File: src/inc/caf_pkg.sv
// Constants and types shared by the acceptance filter and error counter block.
package caf_pkg;

  // Register word indices; the byte address on the bus is four times the index.
  localparam logic [4:0] IDX_CTRL     = 5'h00;
  localparam logic [4:0] IDX_STATUS   = 5'h01;
  localparam logic [4:0] IDX_FILT_CTL = 5'h0B;
  localparam logic [4:0] IDX_MISC     = 5'h0D;
  localparam logic [4:0] IDX_RECEIVE_ERROR_COUNT    = 5'h0E;
  localparam logic [4:0] IDX_TRANSMIT_ERROR_COUNT    = 5'h0F;
  localparam logic [4:0] IDX_CODE0    = 5'h10;
  localparam logic [4:0] IDX_MASK0    = 5'h14;
  localparam logic [4:0] IDX_CODE4    = 5'h18;
  localparam logic [4:0] IDX_MASK4    = 5'h1C;
  localparam int         ADR_LSB      = 2;
  localparam int         IDX_W        = 5;

  // Control word fields.
  localparam int CTRL_INIT_REQ_BIT  = 0;
  localparam int CTRL_SLEEP_REQ_BIT = 1;
  localparam int CTRL_RECOV_SEL_BIT = 7;

  // Status word fields.
  localparam int STAT_INIT_ACK_BIT  = 0;
  localparam int STAT_SLEEP_ACK_BIT = 1;
  localparam int STAT_BUSOFF_BIT    = 2;
  localparam int STAT_FG_FULL_BIT   = 3;

  // Filter control word fields.
  localparam int FILT_ORG_LSB = 4;
  localparam int FILT_ORG_MSB = 5;
  localparam int FILT_HIT_LSB = 0;
  localparam int FILT_HIT_MSB = 2;

  // Miscellaneous word fields.
  localparam int MISC_HOLD_BIT = 0;

  // Reset values.
  localparam logic [7:0]  RST_BYTE = 8'h00;
  localparam logic [31:0] RST_WORD = 32'h0000_0000;
  localparam logic [31:0] RST_ID   = 32'h0000_0000;

  // Filter geometry.
  localparam int NUM_FILT  = 8;
  localparam int ID_BYTES  = 4;

  // Filter organisation; the encoding order is the register encoding.
  typedef enum logic [1:0] {
    ORG_TWO32,
    ORG_FOUR16,
    ORG_EIGHT8,
    ORG_CLOSED
  } caf_org_t;

endpackage

File: src/hw/caf_accept_filter.sv
// Identifier acceptance filter, error counter views and bus-off hold flag.
//
// Local design decision: the Wishbone register port.
`timescale 1ns/100ps

module caf_accept_filter #(
  parameter int ADR_W = 7
) (
  // Clock and reset
  input  wire logic              clk_i,
  input  wire logic              rst_i,
  // Wishbone classic slave
  input  wire logic              wb_cyc_i,
  input  wire logic              wb_stb_i,
  input  wire logic              wb_we_i,
  input  wire logic [ADR_W-1:0]  wb_adr_i,
  input  wire logic [3:0]        wb_sel_i,
  input  wire logic [31:0]       wb_dat_i,
  output logic      [31:0]       wb_dat_o,
  output logic                   wb_ack_o,
  // Protocol engine status
  input  wire logic [7:0]        rx_err_count_i,
  input  wire logic [7:0]        tx_err_count_i,
  input  wire logic              busoff_i,
  // Received frames
  input  wire logic              frame_valid_i,
  input  wire logic [31:0]       frame_id_i,
  input  wire logic              frame_ext_i,
  // Results
  output logic                   rx_accept_o,
  output logic      [2:0]        rx_hit_o,
  output logic      [31:0]       fg_id_o,
  output logic                   busoff_hold_o,
  output logic                   busoff_recover_o,
  output logic                   init_mode_ack_o,
  output logic                   sleep_ack_o
);

  if (ADR_W < caf_pkg::IDX_W + caf_pkg::ADR_LSB) begin : g_adr_check
    $error("ADR_W too small for the register map");
  end

  // Bus decode.
  logic [caf_pkg::IDX_W-1:0] idx;
  logic                      req;
  logic                      wr_take;
  logic                      init_mode;

  assign idx       = wb_adr_i[caf_pkg::ADR_LSB +: caf_pkg::IDX_W];
  assign req       = wb_cyc_i && wb_stb_i;
  // A write takes effect at the edge where the master samples ack high.
  assign wr_take   = req && wb_we_i && wb_ack_o && wb_sel_i[0];

  // Control state.
  logic                init_req;
  logic                sleep_req;
  logic                recov_sel;
  caf_pkg::caf_org_t   org;
  logic [7:0]          code_q [caf_pkg::NUM_FILT];
  logic [7:0]          mask_q [caf_pkg::NUM_FILT];
  logic [7:0]          rx_err;
  logic [7:0]          tx_err;
  logic                busoff_q;
  logic [31:0]         bg_id;
  logic                bg_ext;
  logic                bg_valid;
  logic                fg_full;
  logic [caf_pkg::NUM_FILT-1:0] filt_hit;
  logic                any_hit;
  logic [2:0]          hit_num;
  logic [31:0]         next_rdata;

  assign init_mode = init_req && init_mode_ack_o;

  function automatic logic [caf_pkg::IDX_W-1:0] code_idx(input int k);
    code_idx = (k < 4) ? caf_pkg::IDX_CODE0 + caf_pkg::IDX_W'(k)
                       : caf_pkg::IDX_CODE4 + caf_pkg::IDX_W'(k - 4);
  endfunction

  function automatic logic [caf_pkg::IDX_W-1:0] mask_idx(input int k);
    mask_idx = (k < 4) ? caf_pkg::IDX_MASK0 + caf_pkg::IDX_W'(k)
                       : caf_pkg::IDX_MASK4 + caf_pkg::IDX_W'(k - 4);
  endfunction

  // A byte matches when every bit whose mask is zero equals its code bit.
  function automatic logic byte_ok(input logic [7:0] code, input logic [7:0] mask,
                                   input logic [7:0] id);
    byte_ok = ~|((code ^ id) & ~mask);
  endfunction

  function automatic logic [7:0] id_byte(input logic [31:0] id, input int j);
    id_byte = id[31 - 8 * j -: 8];
  endfunction

  // Wishbone answer: one wait state, ack for one cycle, unmapped reads give zero.
  always_ff @(posedge clk_i) begin
    if (rst_i) begin
      wb_ack_o <= 1'b0;
    end else begin
      wb_ack_o <= req && !wb_ack_o;
    end
  end

  always_ff @(posedge clk_i) begin
    if (rst_i) begin
      wb_dat_o <= caf_pkg::RST_WORD;
    end else if (req && !wb_ack_o) begin
      wb_dat_o <= next_rdata;
    end
  end

  always_comb begin
    next_rdata = caf_pkg::RST_WORD;
    unique case (idx)
      caf_pkg::IDX_CTRL: begin
        next_rdata[caf_pkg::CTRL_INIT_REQ_BIT]  = init_req;
        next_rdata[caf_pkg::CTRL_SLEEP_REQ_BIT] = sleep_req;
        next_rdata[caf_pkg::CTRL_RECOV_SEL_BIT] = recov_sel;
      end
      caf_pkg::IDX_STATUS: begin
        next_rdata[caf_pkg::STAT_INIT_ACK_BIT]  = init_mode_ack_o;
        next_rdata[caf_pkg::STAT_SLEEP_ACK_BIT] = sleep_ack_o;
        next_rdata[caf_pkg::STAT_BUSOFF_BIT]    = busoff_q;
        next_rdata[caf_pkg::STAT_FG_FULL_BIT]   = fg_full;
      end
      caf_pkg::IDX_FILT_CTL: begin
        next_rdata[caf_pkg::FILT_ORG_MSB:caf_pkg::FILT_ORG_LSB] = org;
        next_rdata[caf_pkg::FILT_HIT_MSB:caf_pkg::FILT_HIT_LSB] = rx_hit_o;
      end
      caf_pkg::IDX_MISC: next_rdata[caf_pkg::MISC_HOLD_BIT] = busoff_hold_o;
      // Counter views are served in any mode; in every mode they trail the engine counters by one cycle.
      caf_pkg::IDX_RECEIVE_ERROR_COUNT: next_rdata[7:0] = rx_err;
      caf_pkg::IDX_TRANSMIT_ERROR_COUNT: next_rdata[7:0] = tx_err;
      default: begin
        for (int k = 0; k < caf_pkg::NUM_FILT; k++) begin
          if (idx == code_idx(k)) begin
            next_rdata[7:0] = code_q[k];
          end
          if (idx == mask_idx(k)) begin
            next_rdata[7:0] = mask_q[k];
          end
        end
      end
    endcase
  end

  // Mode control; the acknowledges follow their requests one cycle later.
  always_ff @(posedge clk_i) begin
    if (rst_i) begin
      init_req  <= 1'b0;
      sleep_req <= 1'b0;
      recov_sel <= 1'b0;
    end else if (wr_take && idx == caf_pkg::IDX_CTRL) begin
      init_req  <= wb_dat_i[caf_pkg::CTRL_INIT_REQ_BIT];
      sleep_req <= wb_dat_i[caf_pkg::CTRL_SLEEP_REQ_BIT];
      recov_sel <= wb_dat_i[caf_pkg::CTRL_RECOV_SEL_BIT];
    end
  end

  always_ff @(posedge clk_i) begin
    if (rst_i) begin
      init_mode_ack_o <= 1'b0;
      sleep_ack_o     <= 1'b0;
    end else begin
      init_mode_ack_o <= init_req;
      sleep_ack_o     <= sleep_req;
    end
  end

  // Filter organisation is locked outside init mode, like the codes and masks.
  always_ff @(posedge clk_i) begin
    if (rst_i) begin
      org <= caf_pkg::ORG_TWO32;
    end else if (wr_take && init_mode && idx == caf_pkg::IDX_FILT_CTL) begin
      org <= caf_pkg::caf_org_t'(wb_dat_i[caf_pkg::FILT_ORG_MSB:caf_pkg::FILT_ORG_LSB]);
    end
  end

  // Code and mask bytes, one pair per filter entry.
  for (genvar k = 0; k < caf_pkg::NUM_FILT; k++) begin : g_regs
    always_ff @(posedge clk_i) begin
      if (rst_i) begin
        code_q[k] <= caf_pkg::RST_BYTE;
        mask_q[k] <= caf_pkg::RST_BYTE;
      end else if (wr_take && init_mode) begin
        if (idx == code_idx(k)) begin
          code_q[k] <= wb_dat_i[7:0];
        end
        if (idx == mask_idx(k)) begin
          mask_q[k] <= wb_dat_i[7:0];
        end
      end
    end
  end

  // Error counter views, sampled so the read path is registered.
  always_ff @(posedge clk_i) begin
    if (rst_i) begin
      rx_err <= caf_pkg::RST_BYTE;
      tx_err <= caf_pkg::RST_BYTE;
    end else begin
      rx_err <= rx_err_count_i;
      tx_err <= tx_err_count_i;
    end
  end

  // Bus-off hold. Entry sets the flag when recov_sel is set; a set in the same cycle as a clear wins.
  always_ff @(posedge clk_i) begin
    if (rst_i) begin
      busoff_q <= 1'b0;
    end else begin
      busoff_q <= busoff_i;
    end
  end

  logic hold_clr;
  logic hold_set;
  assign hold_clr = wr_take && idx == caf_pkg::IDX_MISC && wb_dat_i[caf_pkg::MISC_HOLD_BIT];
  assign hold_set = recov_sel && busoff_i && !busoff_q;

  always_ff @(posedge clk_i) begin
    if (rst_i) begin
      busoff_hold_o <= 1'b0;
    end else if (!busoff_i) begin
      busoff_hold_o <= 1'b0;
    end else if (hold_set) begin
      busoff_hold_o <= 1'b1;
    end else if (hold_clr) begin
      busoff_hold_o <= 1'b0;
    end
  end

  // The engine leaves bus-off only on this pulse, sent when software clears a set flag.
  always_ff @(posedge clk_i) begin
    if (rst_i) begin
      busoff_recover_o <= 1'b0;
    end else begin
      busoff_recover_o <= hold_clr && busoff_hold_o && !hold_set && busoff_i;
    end
  end

  // Every frame is captured first, accepted or not; a reject is simply overwritten.
  always_ff @(posedge clk_i) begin
    if (rst_i) begin
      bg_id    <= caf_pkg::RST_ID;
      bg_ext   <= 1'b0;
      bg_valid <= 1'b0;
    end else begin
      bg_valid <= frame_valid_i;
      if (frame_valid_i) begin
        bg_id  <= frame_id_i;
        bg_ext <= frame_ext_i;
      end
    end
  end

  // Per-filter comparison against the background identifier.
  for (genvar k = 0; k < caf_pkg::NUM_FILT; k++) begin : g_filt
    localparam int B32 = (k % 2) * caf_pkg::ID_BYTES;
    localparam int B16 = (k % 4) * 2;
    logic f32;
    logic f16;
    logic f8;
    // Standard frames stop after two bytes, extended ones use all four.
    assign f32 = byte_ok(code_q[B32], mask_q[B32], id_byte(bg_id, 0))
              && byte_ok(code_q[B32+1], mask_q[B32+1], id_byte(bg_id, 1))
              && (!bg_ext
                  || (byte_ok(code_q[B32+2], mask_q[B32+2], id_byte(bg_id, 2))
                      && byte_ok(code_q[B32+3], mask_q[B32+3], id_byte(bg_id, 3))));
    assign f16 = byte_ok(code_q[B16], mask_q[B16], id_byte(bg_id, 0))
              && byte_ok(code_q[B16+1], mask_q[B16+1], id_byte(bg_id, 1));
    assign f8  = byte_ok(code_q[k], mask_q[k], id_byte(bg_id, 0));
    always_comb begin
      unique case (org)
        caf_pkg::ORG_TWO32:  filt_hit[k] = (k < 2) && f32;
        caf_pkg::ORG_FOUR16: filt_hit[k] = (k < 4) && f16;
        caf_pkg::ORG_EIGHT8: filt_hit[k] = f8;
        caf_pkg::ORG_CLOSED: filt_hit[k] = 1'b0;
      endcase
    end
  end

  // The lowest numbered filter that matches reports the hit.
  always_comb begin
    hit_num = 3'h0;
    for (int k = caf_pkg::NUM_FILT - 1; k >= 0; k--) begin
      if (filt_hit[k]) begin
        hit_num = 3'(k);
      end
    end
  end

  assign any_hit = |filt_hit;

  // Foreground load and CPU notification happen only for accepted frames.
  always_ff @(posedge clk_i) begin
    if (rst_i) begin
      rx_accept_o <= 1'b0;
    end else begin
      rx_accept_o <= bg_valid && any_hit;
    end
  end

  always_ff @(posedge clk_i) begin
    if (rst_i) begin
      fg_id_o  <= caf_pkg::RST_ID;
      rx_hit_o <= 3'h0;
      fg_full  <= 1'b0;
    end else if (bg_valid && any_hit) begin
      fg_id_o  <= bg_id;
      rx_hit_o <= hit_num;
      fg_full  <= 1'b1;
    end
  end
endmodule

File: config.mk
export PLATFORM = sky130hd
export DESIGN_NAME = caf_accept_filter
export DESIGN_NICKNAME = d
export VERILOG_FILES = /design/src/inc/caf_pkg.sv /design/src/hw/caf_accept_filter.sv
export SDC_FILE = /design/constraint.sdc
export NUM_CORES = 1
export LEC_CHECK = 0
export ABC_AREA = 1
export ABC_CLOCK_PERIOD_IN_PS = 5600
export BUFFER_PORTS_ARGS = -buffer_cell sky130_fd_sc_hd__buf_2
export CORE_MARGIN = 4
export CORE_UTILIZATION = 62
export CTS_BUF_LIST = sky130_fd_sc_hd__clkbuf_16
export CTS_CLUSTER_DIAMETER = 50
export CTS_CLUSTER_SIZE = 24
export DETAILED_ROUTE_END_ITERATION = 10
export PLACE_DENSITY = 0.94
export SLEW_MARGIN = 20
export SYNTH_ARGS = -nofsm -noshare
export SYNTH_HDL_FRONTEND = slang
export SYNTH_SLANG_ARGS = --single-unit
File: constraint.sdc
create_clock -name clk_i -period 5.6 [get_ports clk_i]
set_input_delay 0.56 -clock clk_i [delete_from_list [all_inputs] [get_ports clk_i]]
set_output_delay 0.56 -clock clk_i [all_outputs]
set_load 0.03 [all_outputs]
==> flow_summary.yaml, run 1 <==
timing:
  fmax_mhz: 306.2
  whs_ns: 0.2135
  worst_slew_pin_slew_ns: 1.032
  rsz0062_at_grt: "false"
  timing.final.crit_period_ns: 3.265
  setup_ws_ns: 2.335
  max-slew-margin-rel: 0.3045
  fin_crit_sh: 0.5831
  hold_violations: 0
  setup_viol: 0
  finalClockSkew_ns: 0.02592
  slew_violations: 0
  tns_ns: 0
clock_network:
  cts_hold_buffers: 0
  post_cts.repair.setup_buffers: 0
  clock-sinks: 234
  post_cts_resized: 0
  cts_tree: "yes"
  clockBufferDepth: 3
  cts_buffers: 26
  clkLatencyLatePin_ns: 0.55
  cts_max_level: 1
  clk_pin_slew_ns: 0.08
  root_buffer: "clkbuf_16"
route:
  routedWlPerCell_um: 20.53
  routed_wl_um: 39010
  avgViaCountPerCell: 5.959
  num_vias: 11320
  drt_iter0_drc: 1724
  postRouteAntennaNets: 0
  drt_pass1_iterations: 6
  drcViolationCount: 0
global_routing:
  gr-total-overflow: 0
  antenna_found_initial: 0
  grt_max_degree: 70
  grt_first_pass_wirelength_um: 59550
  first_global_vias: 10790
  track_usage: 0.3560
critical_path:
  crit_required_ns: 6.04
  endpoint_kind: "flip-flop"
  cp-start-kind: "flip-flop"
  cpMaxStageDelayCell: "dfxtp_1"
  path_common_cell: "nand2_1"
  slowest_delay_ns: 0.86
  worstPathCellList: "xnor2_1 -> o22ai_1 -> nor4_1 -> nand2_1 -> nand3_2 -> nand2_2 -> nand2_4 -> nand2_1 -> nand2_1 -> nor2_1"
  cp_max_fo: 69
  criticalPathCategory: "reg -> reg"
  crit_arrival_ns: 3.70
min_path:
  hold_path.class: "in -> reg"
floorplanning:
  die_w_um: 146.4
  die_area_mm2: 0.02144
  rows: 50
  coreArea_mm2: 0.01877
  die_h_um: 146.4
  io_pins: 172
  start_util: 0.6331
pwr:
  ir_worst_vdd_mv: 0.2471
  total_leakage_power_nw: 5.647
  p_per_area_mw_per_mm2: 311.3
placed_design:
  hpwlAfterDp_um: 27420
  io_buffer_count: 118
  place.gp.congestion: 1.054
  dp.cells: 1852
  place_ws_ns: 2.352
synthesis:
  ys_warn_count: 0
  synth-xor-area-share: 0.01990
  synth_area_per_cell_um2: 7.675
  ys_types: 45
  synthSimpleGateAreaFrac: 0.2562
  synth_top_family_by_area: "simple AND/OR/NAND/NOR gates"
  synth_edf_count: 128
  ys_seq_elements: 234
  synth_fa_ha_area_frac: 0
  synth_top_flop_cell: "edfxtp_1"
  syn-cell-area_mm2: 0.01188
  seq_area_frac_synth: 0.5021
  synthMuxAreaShare: 0
  netlist_instances: 1548
  synth-compound-area-share: 0.1333
  async_flop_share: 0
flow_run:
  drv_cap: 0
finish:
  instances_no_fill: 1900
  area_delta_synth_final_pct: 12.67
  drive_gt1_frac: 0.1140
  antenna_cells: 0
  nets: 1745
status:
  status: "completed"
-- final timing paths --
path / from / to / slack, ns / cells after the start
hold reg to reg: sleep_req / sleep_ack_o / 0.46 / 2
hold / removal: tx_err_count_i[2] / tx_err[2] / 0.21 / 3
setup / recovery: bg_id[24] / fg_id_o[25] / 2.33 / 10
setup reg to reg: bg_id[24] / fg_id_o[25] / 2.33 / 10
-- metal layers --
layer / GRT usage / up-vias / part of all wire
met5: 0 / - / 0
met4: 0.1515 / 0 / 0.049
met3: 0.08721 / 152 / 0.14
met2: 0.5714 / 829 / 0.46
met1: 0.4635 / 5107 / 0.36
li1: - / 5234 / -
-- cell type report --
type                            instances  area, um^2
Clock inverter                         21       267.8
Tap cell                              234       292.8
Multi-Input combinational cell       1100        4960
Timing Repair Buffer                  121       613.1
Inverter                              163       611.8
Fill cell                            1420        5381
Clock buffer                           27       675.6
Sequential cell                       234        5966
-- kinds of logic after synthesis --
family                    after synthesis
and+or+nand+nor                       746
AOI/OAI and AO/OA                     303
buffers and inverters                 237
DFF                                   234
xor gates and xnor gates               27
other                                   1
-- cell usage in the layout, fill, tap and decap left out, drive strengths merged, types with 3 or more instances in the layout --
cell type  instances
buf              121
or2                5
a211oi             4
clkinv            11
nor3              15
inv              171
clkbuf            27
nand3             42
o22ai              7
and3               4
o21ai            152
dfxtp            106
xnor2             22
xor2               5
nor2             346
nand4             39
a21oi            126
a221oi             3
nand2            292
conb              24
edfxtp           128
-- flip-flops by register name, summed over array words and instances, names as in the netlist, 2 cells and up --
signal / cells
mask_q: 64
fg_id_o: 32
bg_id: 32
wb_dat_o: 8
org: 2
rx_hit_o: 3
code_q: 64
tx_err: 8
rx_err: 8
-- cells in the mapped netlist (4+ instances only) --
library cell	number	share of area
a211oi_1	4	0.0025
a21oi_1	126	0.053
and3_1	4	0.0021
buf_2	6	0.0025
buf_4	32	0.020
buf_6	4	0.0038
clkbuf_1	30	0.0095
clkinv_1	7	0.0022
dfxtp_1	106	0.18
edfxtp_1	128	0.32
inv_1	150	0.047
inv_2	6	0.0019
nand2_1	290	0.092
nand3_1	41	0.017
nand4_1	39	0.021
nor2_1	341	0.11
nor2_2	4	0.0021
nor3_1	13	0.0055
o21ai_0	146	0.061
o21ai_1	5	0.0021
o22ai_1	7	0.0037
xnor2_1	22	0.016
xor2_1	5	0.0037
-- report_power, final --
group | switching (mW) | internal, mW | total, mW
sequential | 0.0912 | 1.87 | 1.96
clock | 0.847 | 1.00 | 1.85
combinational | 0.257 | 0.106 | 0.363
-- metrics by stage --
step           area (um^2)  utilization  total power [mW]
6_report             13390       0.7133             4.167
5_1_grt              13390       0.7133             4.281
4_1_cts              13390       0.7133             4.146
3_5_place_dp         12440       0.6630             2.338
3_3_place_gp         12440       0.6630             2.328
2_1_floorplan        11970            -             2.206
-- worst max-delay path, delay by kind of cell, from the launching register on --
kind	cells	cell delay, ns
AND/OR/NAND/NOR	8	1.91
flip-flops	1	0.86
XOR/XNOR	1	0.20
AO/OA/AOI/OAI	1	0.12
Power figures use the tool's default switching activity.
==> run 2, diff against run 1 <==
--- a/config.mk
+++ b/config.mk
@@ -5,16 +5,16 @@
 export SDC_FILE = /design/constraint.sdc
 export NUM_CORES = 1
 export LEC_CHECK = 0
-export ABC_AREA = 1
-export ABC_CLOCK_PERIOD_IN_PS = 5600
+export ABC_AREA = 0
+export ABC_CLOCK_PERIOD_IN_PS = 2700
 export BUFFER_PORTS_ARGS = -buffer_cell sky130_fd_sc_hd__buf_2
 export CORE_MARGIN = 4
-export CORE_UTILIZATION = 62
+export CORE_UTILIZATION = 53
 export CTS_BUF_LIST = sky130_fd_sc_hd__clkbuf_16
 export CTS_CLUSTER_DIAMETER = 50
 export CTS_CLUSTER_SIZE = 24
 export DETAILED_ROUTE_END_ITERATION = 10
-export PLACE_DENSITY = 0.94
+export PLACE_DENSITY = 0.85
 export SLEW_MARGIN = 20
 export SYNTH_ARGS = -nofsm -noshare
 export SYNTH_HDL_FRONTEND = slang
==> constraint.sdc (replaced) <==
create_clock -name clk_i -period 2.7 [get_ports clk_i]
set_input_delay 0.27 -clock clk_i [delete_from_list [all_inputs] [get_ports clk_i]]
set_output_delay 0.27 -clock clk_i [all_outputs]
set_load 0.03 [all_outputs]
==> run 2 against run 1 <==
- the flow now finishes with violations (negative hold slack)
- first-iteration DRC count decreased by 10%
- setup slack worse by 2.3 ns
- sequential share of layout area fell by 6.6 points
- critical endpoint is now fg_id_o[0]
- largest power group unchanged
==> flow_summary.yaml, run 2 <==
status:
  status: "complete, but fails checks"
  violations: "negative hold slack"
synthesis:
  synth_top_family_by_area: "simple AND/OR/NAND/NOR gates"
  synth_common_cells: "and2_1 (128), edfxtp_1 (128), xnor2_1 (127)"
  synth_fa_ha_area_frac: 0
  synthMuxAreaShare: 0.06012
  synth_area_leaders: "edfxtp_1 (31%), dfxtp_1 (17%), xnor2_1 (8.8%)"
  synth_area_per_cell_um2: 10.11
  syn-cell-area_mm2: 0.01257
  synth-xor-area-share: 0.08978
  synth_top_flop_cell: "edfxtp_1"
  synth_edf_count: 128
  ys_seq_elements: 234
  seq_area_frac_synth: 0.4746
  netlist.area_leader.share: 0.3058
  synth-compound-area-share: 0.1290
  async_flop_share: 0
  ys_types: 67
  ys_warn_count: 0
  yosys.area.top_type: "edfxtp_1"
  synthSimpleGateAreaFrac: 0.1981
  netlist_instances: 1244
critical_path:
  criticalPathCategory: "reg -> reg"
  cp-start-kind: "flip-flop"
  cp_max_fo: 8
  r2r_end: "fg_id_o[0]"
  startpoint: "bg_id[24]"
  r2r_slack_ns: 0.03
  regToRegStartpoint: "bg_id[24]"
  crit_path_end: "fg_id_o[0]"
  crit_arrival_ns: 3.15
  rr_worst_depth: 11
  endpoint_kind: "flip-flop"
  crit_required_ns: 3.18
route:
  avgViaCountPerCell: 6.190
  routedWlPerCell_um: 25.70
  drt_pass1_iterations: 6
  postRouteAntennaNets: 0
  routed_wl_um: 46930
  drt_iter0_drc: 1552
  drcViolationCount: 0
  num_vias: 11300
floorplanning:
  coreArea_mm2: 0.02340
  die_h_um: 162.0
  die_area_mm2: 0.02625
  io_pins: 172
  start_util: 0.5372
  rows: 56
  die_w_um: 162.0
placed_design:
  place.gp.congestion: 1.032
  hpwlAfterDp_um: 32520
  io_buffer_count: 118
  placed_cell_area_mm2: 0.01411
finish:
  final_cell_area_mm2: 0.01574
  reg_top3: "code_q x64, mask_q x64"
  regArea_mm2: 0.005976
  nets: 1587
  area_delta_synth_final_pct: 25.18
  fillers: 1755
  drive_gt1_frac: 0.2331
  multiInputGateArea_mm2: 0.006297
  layout_common_cells: "and2_1 (128), edfxtp_1 (128), buf_4 (121)"
global_routing:
  track_usage: 0.3424
  first_global_vias: 10910
  met2_usage: 0.5268
  grt_first_pass_wirelength_um: 67960
  grt_max_degree: 82
  met1_usage: 0.4489
  gr-total-overflow: 0
  antenna_found_initial: 1
  grt_use_met3: 0.08171
  grt-busiest-layer: "met2"
timing:
  finalClockSkew_ns: 0.02657
  slew_violations: 0
  max-slew-margin-rel: 0.5280
  hold_violations: 1
  fmax_mhz: 374.0
  whs_ns: -0.01308
  setup_viol: 0
  worst_slew_pin_slew_ns: 0.7025
  timing.final.crit_period_ns: 2.674
  fin_crit_sh: 0.9903
clock_network:
  clk_pin_slew_ns: 0.08
  cts_tree: "yes"
  clkLatencyLatePin_ns: 0.55
  cts_max_level: 1
  cts_buffers: 24
  root_buffer: "clkbuf_16"
  clockBufferDepth: 3
  clock-sinks: 234
pwr:
  total_leakage_power_nw: 6.068
  power_mw: 8.556
  ir_worst_vdd_mv: 0.3762
  p_per_area_mw_per_mm2: 543.7
flow_run:
  drv_cap: 0
min_path:
  hold_path.class: "in -> reg"
[run 2: cell count changes after synthesis, sizes merged, moves of 88 or more]
cell   previous run  this run
a21oi           126        38
inv             156         7
o21ai           152        39
nor2            346       101
nand2           292        34
and2              0       128
xnor2            22       128
[run 2: area by class of cell]
type / count / area share
Clock inverter: 20 / 0.01185
Timing Repair Buffer: 298 / 0.1429
Clock buffer: 24 / 0.03817
Antenna cell: 1 / 0.0001590
Sequential cell: 234 / 0.3797
Inverter: 7 / 0.001670
Multi-Input combinational cell: 923 / 0.4002
Tap cell: 319 / 0.02536
[run 2: worst min path at each step]
stage | end | startpoint | slack, ns | cells after the start
after detailed placement | fg_full | fg_full | 0.45 | 2
after floorplan | rx_err[0] | rx_err_count_i[0] | 0.40 | 1
final | bg_id[17] | frame_id_i[17] | -0.01 | 3
after global placement | fg_full | fg_full | 0.44 | 2
after global routing | bg_id[29] | frame_id_i[29] | 0.01 | 3
after CTS | bg_id[29] | frame_id_i[29] | 0.0008 | 3
[run 2: metal layers]
metal	up-vias	wire length, um
met5	-	0
met4	0	3321
met3	185	5541
met2	861	20450
met1	5377	17620
li1	4880	-
[run 2: cell families after synthesis]
logic type / Yosys count
flops: 234
buf+inv: 110
compound gates: 241
simple gates: 455
other cells: 1
mux: 75
xor+xnor: 128
[run 2: repair_timing]
item,in CTS,in global routing
gates resized for setup,7,50
setup endpoints to repair,32,34
gates cloned,2,1
setup buffers,3,12
pin swaps,2,16
hold buffers,40,0
endpoints found under the hold margin,40,0
[run 2: report_power, final]
| part | total (mW) | internal, mW | switching [mW] |
|---|---|---|---|
| Sequential | 4.03 | 3.87 | 0.165 |
| Clock | 3.32 | 1.72 | 1.61 |
| Combinational | 1.20 | 0.522 | 0.678 |
[run 2: stage by stage]
stage               hold slack (ns)  setup TNS, ns  cells    util  setup slack [ns]
finish                     -0.01308              0   1826  0.6724           0.02615
global placement             0.4393         -3.202   1725  0.6031           -0.1066
detailed placement           0.4451        -0.7963   1725  0.6031          -0.06246
CTS                       0.0008252              0   1814  0.6587           0.01104
global route                0.01390        -0.1850   1825  0.6723          -0.03333
floorplan                    0.3982              0   1267       -            0.3260
[run 2: critical path, cell delays in order, from the launching register on]
cell	delay [ns]
dfxtp_2	0.41
buf_6	0.18
xnor2_1	0.14
o22ai_1	0.14
nor4_4	0.28
nand3_2	0.18
o311ai_4	0.39
nor2_4	0.10
a31oi_4	0.22
buf_6	0.16
buf_16	0.15
mux2i_4	0.23
==> run 3, diff against run 2 <==
--- a/config.mk
+++ b/config.mk
@@ -15,6 +15,7 @@
 export CTS_CLUSTER_SIZE = 24
 export DETAILED_ROUTE_END_ITERATION = 10
 export PLACE_DENSITY = 0.85
+export RECOVER_POWER = 100
 export SLEW_MARGIN = 20
 export SYNTH_ARGS = -nofsm -noshare
 export SYNTH_HDL_FRONTEND = slang
==> run 3 against run 2 <==
- the run still ends with negative hold slack left
- total power is essentially flat
- design area down 0.71%
- clock power hardly changed
- sequential power about the same
- setup slack better by 0.0075 ns
- sequential cell count did not move
- fmax up 0.28%
- critical path type unchanged
- highest routed layer unchanged
==> flow_summary.yaml, run 3 (same netlist as run 2, synthesis figures left out) <==
critical_path:
  r2r_slack_ns: 0.03
  worstPathCellList: "xnor2_1 -> o22ai_1 -> nor4_1 -> a21boi_0 -> o311ai_4 -> nor2_4 -> a31oi_4 -> buf_6 -> buf_16 -> mux2i_4"
  endpoint_kind: "flip-flop"
  criticalPathCategory: "reg -> reg"
  cpMaxStageDelayCell: "edfxtp_1"
  regToRegStartpoint: "code_q[1][25]"
  rr_worst_depth: 10
  r2r_end: "fg_id_o[0]"
  cp-start-kind: "flip-flop"
  crit_arrival_ns: 3.15
  startpoint: "code_q[1][25]"
  cp_max_fo: 8
  cp_top_family: "compound AO/OA/AOI/OAI gates"
  crit_required_ns: 3.18
  critPathBufInv: 2
  slowest_delay_ns: 0.55
global_routing:
  grt_use_met3: 0.08171
  grt-busiest-layer: "met2"
  met2_usage: 0.5268
  grt_max_degree: 82
  gr-total-overflow: 0
  grt_first_pass_wirelength_um: 67960
  track_usage: 0.3424
  met1_usage: 0.4489
  first_global_vias: 10910
  antenna_found_initial: 0
finish:
  reg_top3: "code_q x64, mask_q x64"
  drive_gt1_frac: 0.1932
  layout_commonest_cell: "edfxtp_1"
  antenna_cells: 0
  layout_common_cells: "edfxtp_1 (128), xnor2_1 (119), buf_4 (112)"
  nets: 1587
  instances_no_fill: 1825
  area_delta_synth_final_pct: 24.30
  finish.utilization: 0.6677
placed_design:
  place.gp.congestion: 1.032
  dp.cells: 1725
  io_buffer_count: 118
  hpwlAfterDp_um: 32520
min_path:
  min_from: "frame_id_i[17]"
  hold_path.class: "in -> reg"
  hold_path_depth: 3
  hold_end: "bg_id[17]"
timing:
  whs_ns: -0.006390
  worst_slew_pin_slew_ns: 1.470
  setup_viol: 0
  fmax_mhz: 375.0
  max-slew-margin-rel: 0.01988
  hold_violations: 1
  timing.final.crit_period_ns: 2.666
  finalClockSkew_ns: 0.02779
  slew_violations: 0
  fin_crit_sh: 0.9875
route:
  drt_pass1_iterations: 6
  routedWlPerCell_um: 25.68
  routed_wl_um: 46880
  drt_iter0_drc: 1608
  avgViaCountPerCell: 6.182
  num_vias: 11280
  drcViolationCount: 0
  postRouteAntennaNets: 0
clock_network:
  root_buffer: "clkbuf_16"
  cts_tree: "yes"
  clock-sinks: 234
  clockBufferDepth: 3
  cts_max_level: 1
  cts_buffers: 24
  clk_pin_slew_ns: 0.07
  clkLatencyLatePin_ns: 0.55
floorplanning:
  die_w_um: 162.0
  start_util: 0.5372
  die_h_um: 162.0
  rows: 56
  coreArea_mm2: 0.02340
  io_pins: 172
  die_area_mm2: 0.02625
pwr:
  ir_worst_vdd_mv: 0.3744
  p_per_area_mw_per_mm2: 547.3
  total_leakage_power_nw: 5.759
status:
  violations: "negative hold slack"
  status: "complete, but fails checks"
flow_run:
  drv_cap: 0
## run 3: changes by cell type in the layout (fill, tap and decap cells not counted), sizes merged
| cell | before | now |
|---|---|---|
| clkbuf | 25 | 85 |
| buf | 257 | 197 |
| diode | 1 | 0 |
## run 3: layer usage
metal / routed length (um) / vias to the layer above
li1: - / 4890
met1: 17760 / 5357
met2: 20500 / 854
met3: 5395 / 182
met4: 3216 / 0
met5: 0 / -
## run 3: per-stage QoR
stage,area (um^2),power [mW],worst slack [ns],setup TNS (ns)
3_5_place_dp,14110,5.154,-0.06246,-0.7963
6_report,15630,8.552,0.03366,0
5_1_grt,15630,8.761,-0.03333,-0.1850
2_1_floorplan,12660,4.713,0.3260,0
4_1_cts,15410,8.455,0.01104,0
3_3_place_gp,14110,5.141,-0.1066,-3.202
## run 3: timing repair
item / in CTS / in global routing
pin swaps: 2 / 16
gates resized for setup: 7 / 50
endpoints found under the hold margin: 40 / 0
endpoints found under the setup margin: 32 / 34
buffers inserted: 3 / 12
hold buffers: 40 / 0
gates cloned: 2 / 1
## run 3: how the worst max path moves through the flow
stage / to / slack (ns) / cells past startpoint
floorplan: code_q[0][0] / 0.33 / 9
global placement: fg_id_o[22] / -0.11 / 11
detailed placement: fg_id_o[9] / -0.06 / 10
CTS: fg_id_o[28] / 0.01 / 13
global route: fg_id_o[2] / -0.03 / 10
finish: fg_id_o[0] / 0.03 / 10
## run 3: worst min-delay path, delay by kind of cell
| kind | cells | cell delay [ns] |
|---|---|---|
| buffers and inverters | 1 | 0.09 |
| multiplexers | 1 | 0.07 |
| AND/OR/NAND/NOR | 1 | 0.09 |
## run 3: report_power, final
group / internal [mW] / leakage, nW / switching, mW / total [mW]
Combinational: 0.515 / 3.19 / 0.677 / 1.19
Clock: 1.72 / 0.383 / 1.61 / 3.33
Sequential: 3.87 / 2.19 / 0.165 / 4.03
## run 3: layout make-up
class / instances / area (um^2)
multi-input cells: 923 / 6297
fillers: 1806 / 7777
repair buffers: 298 / 2140
clock buffers: 24 / 600.6
well taps: 319 / 399.1
flip-flops and latches: 234 / 5976
inverters: 7 / 26.28
clock inverters: 20 / 186.4
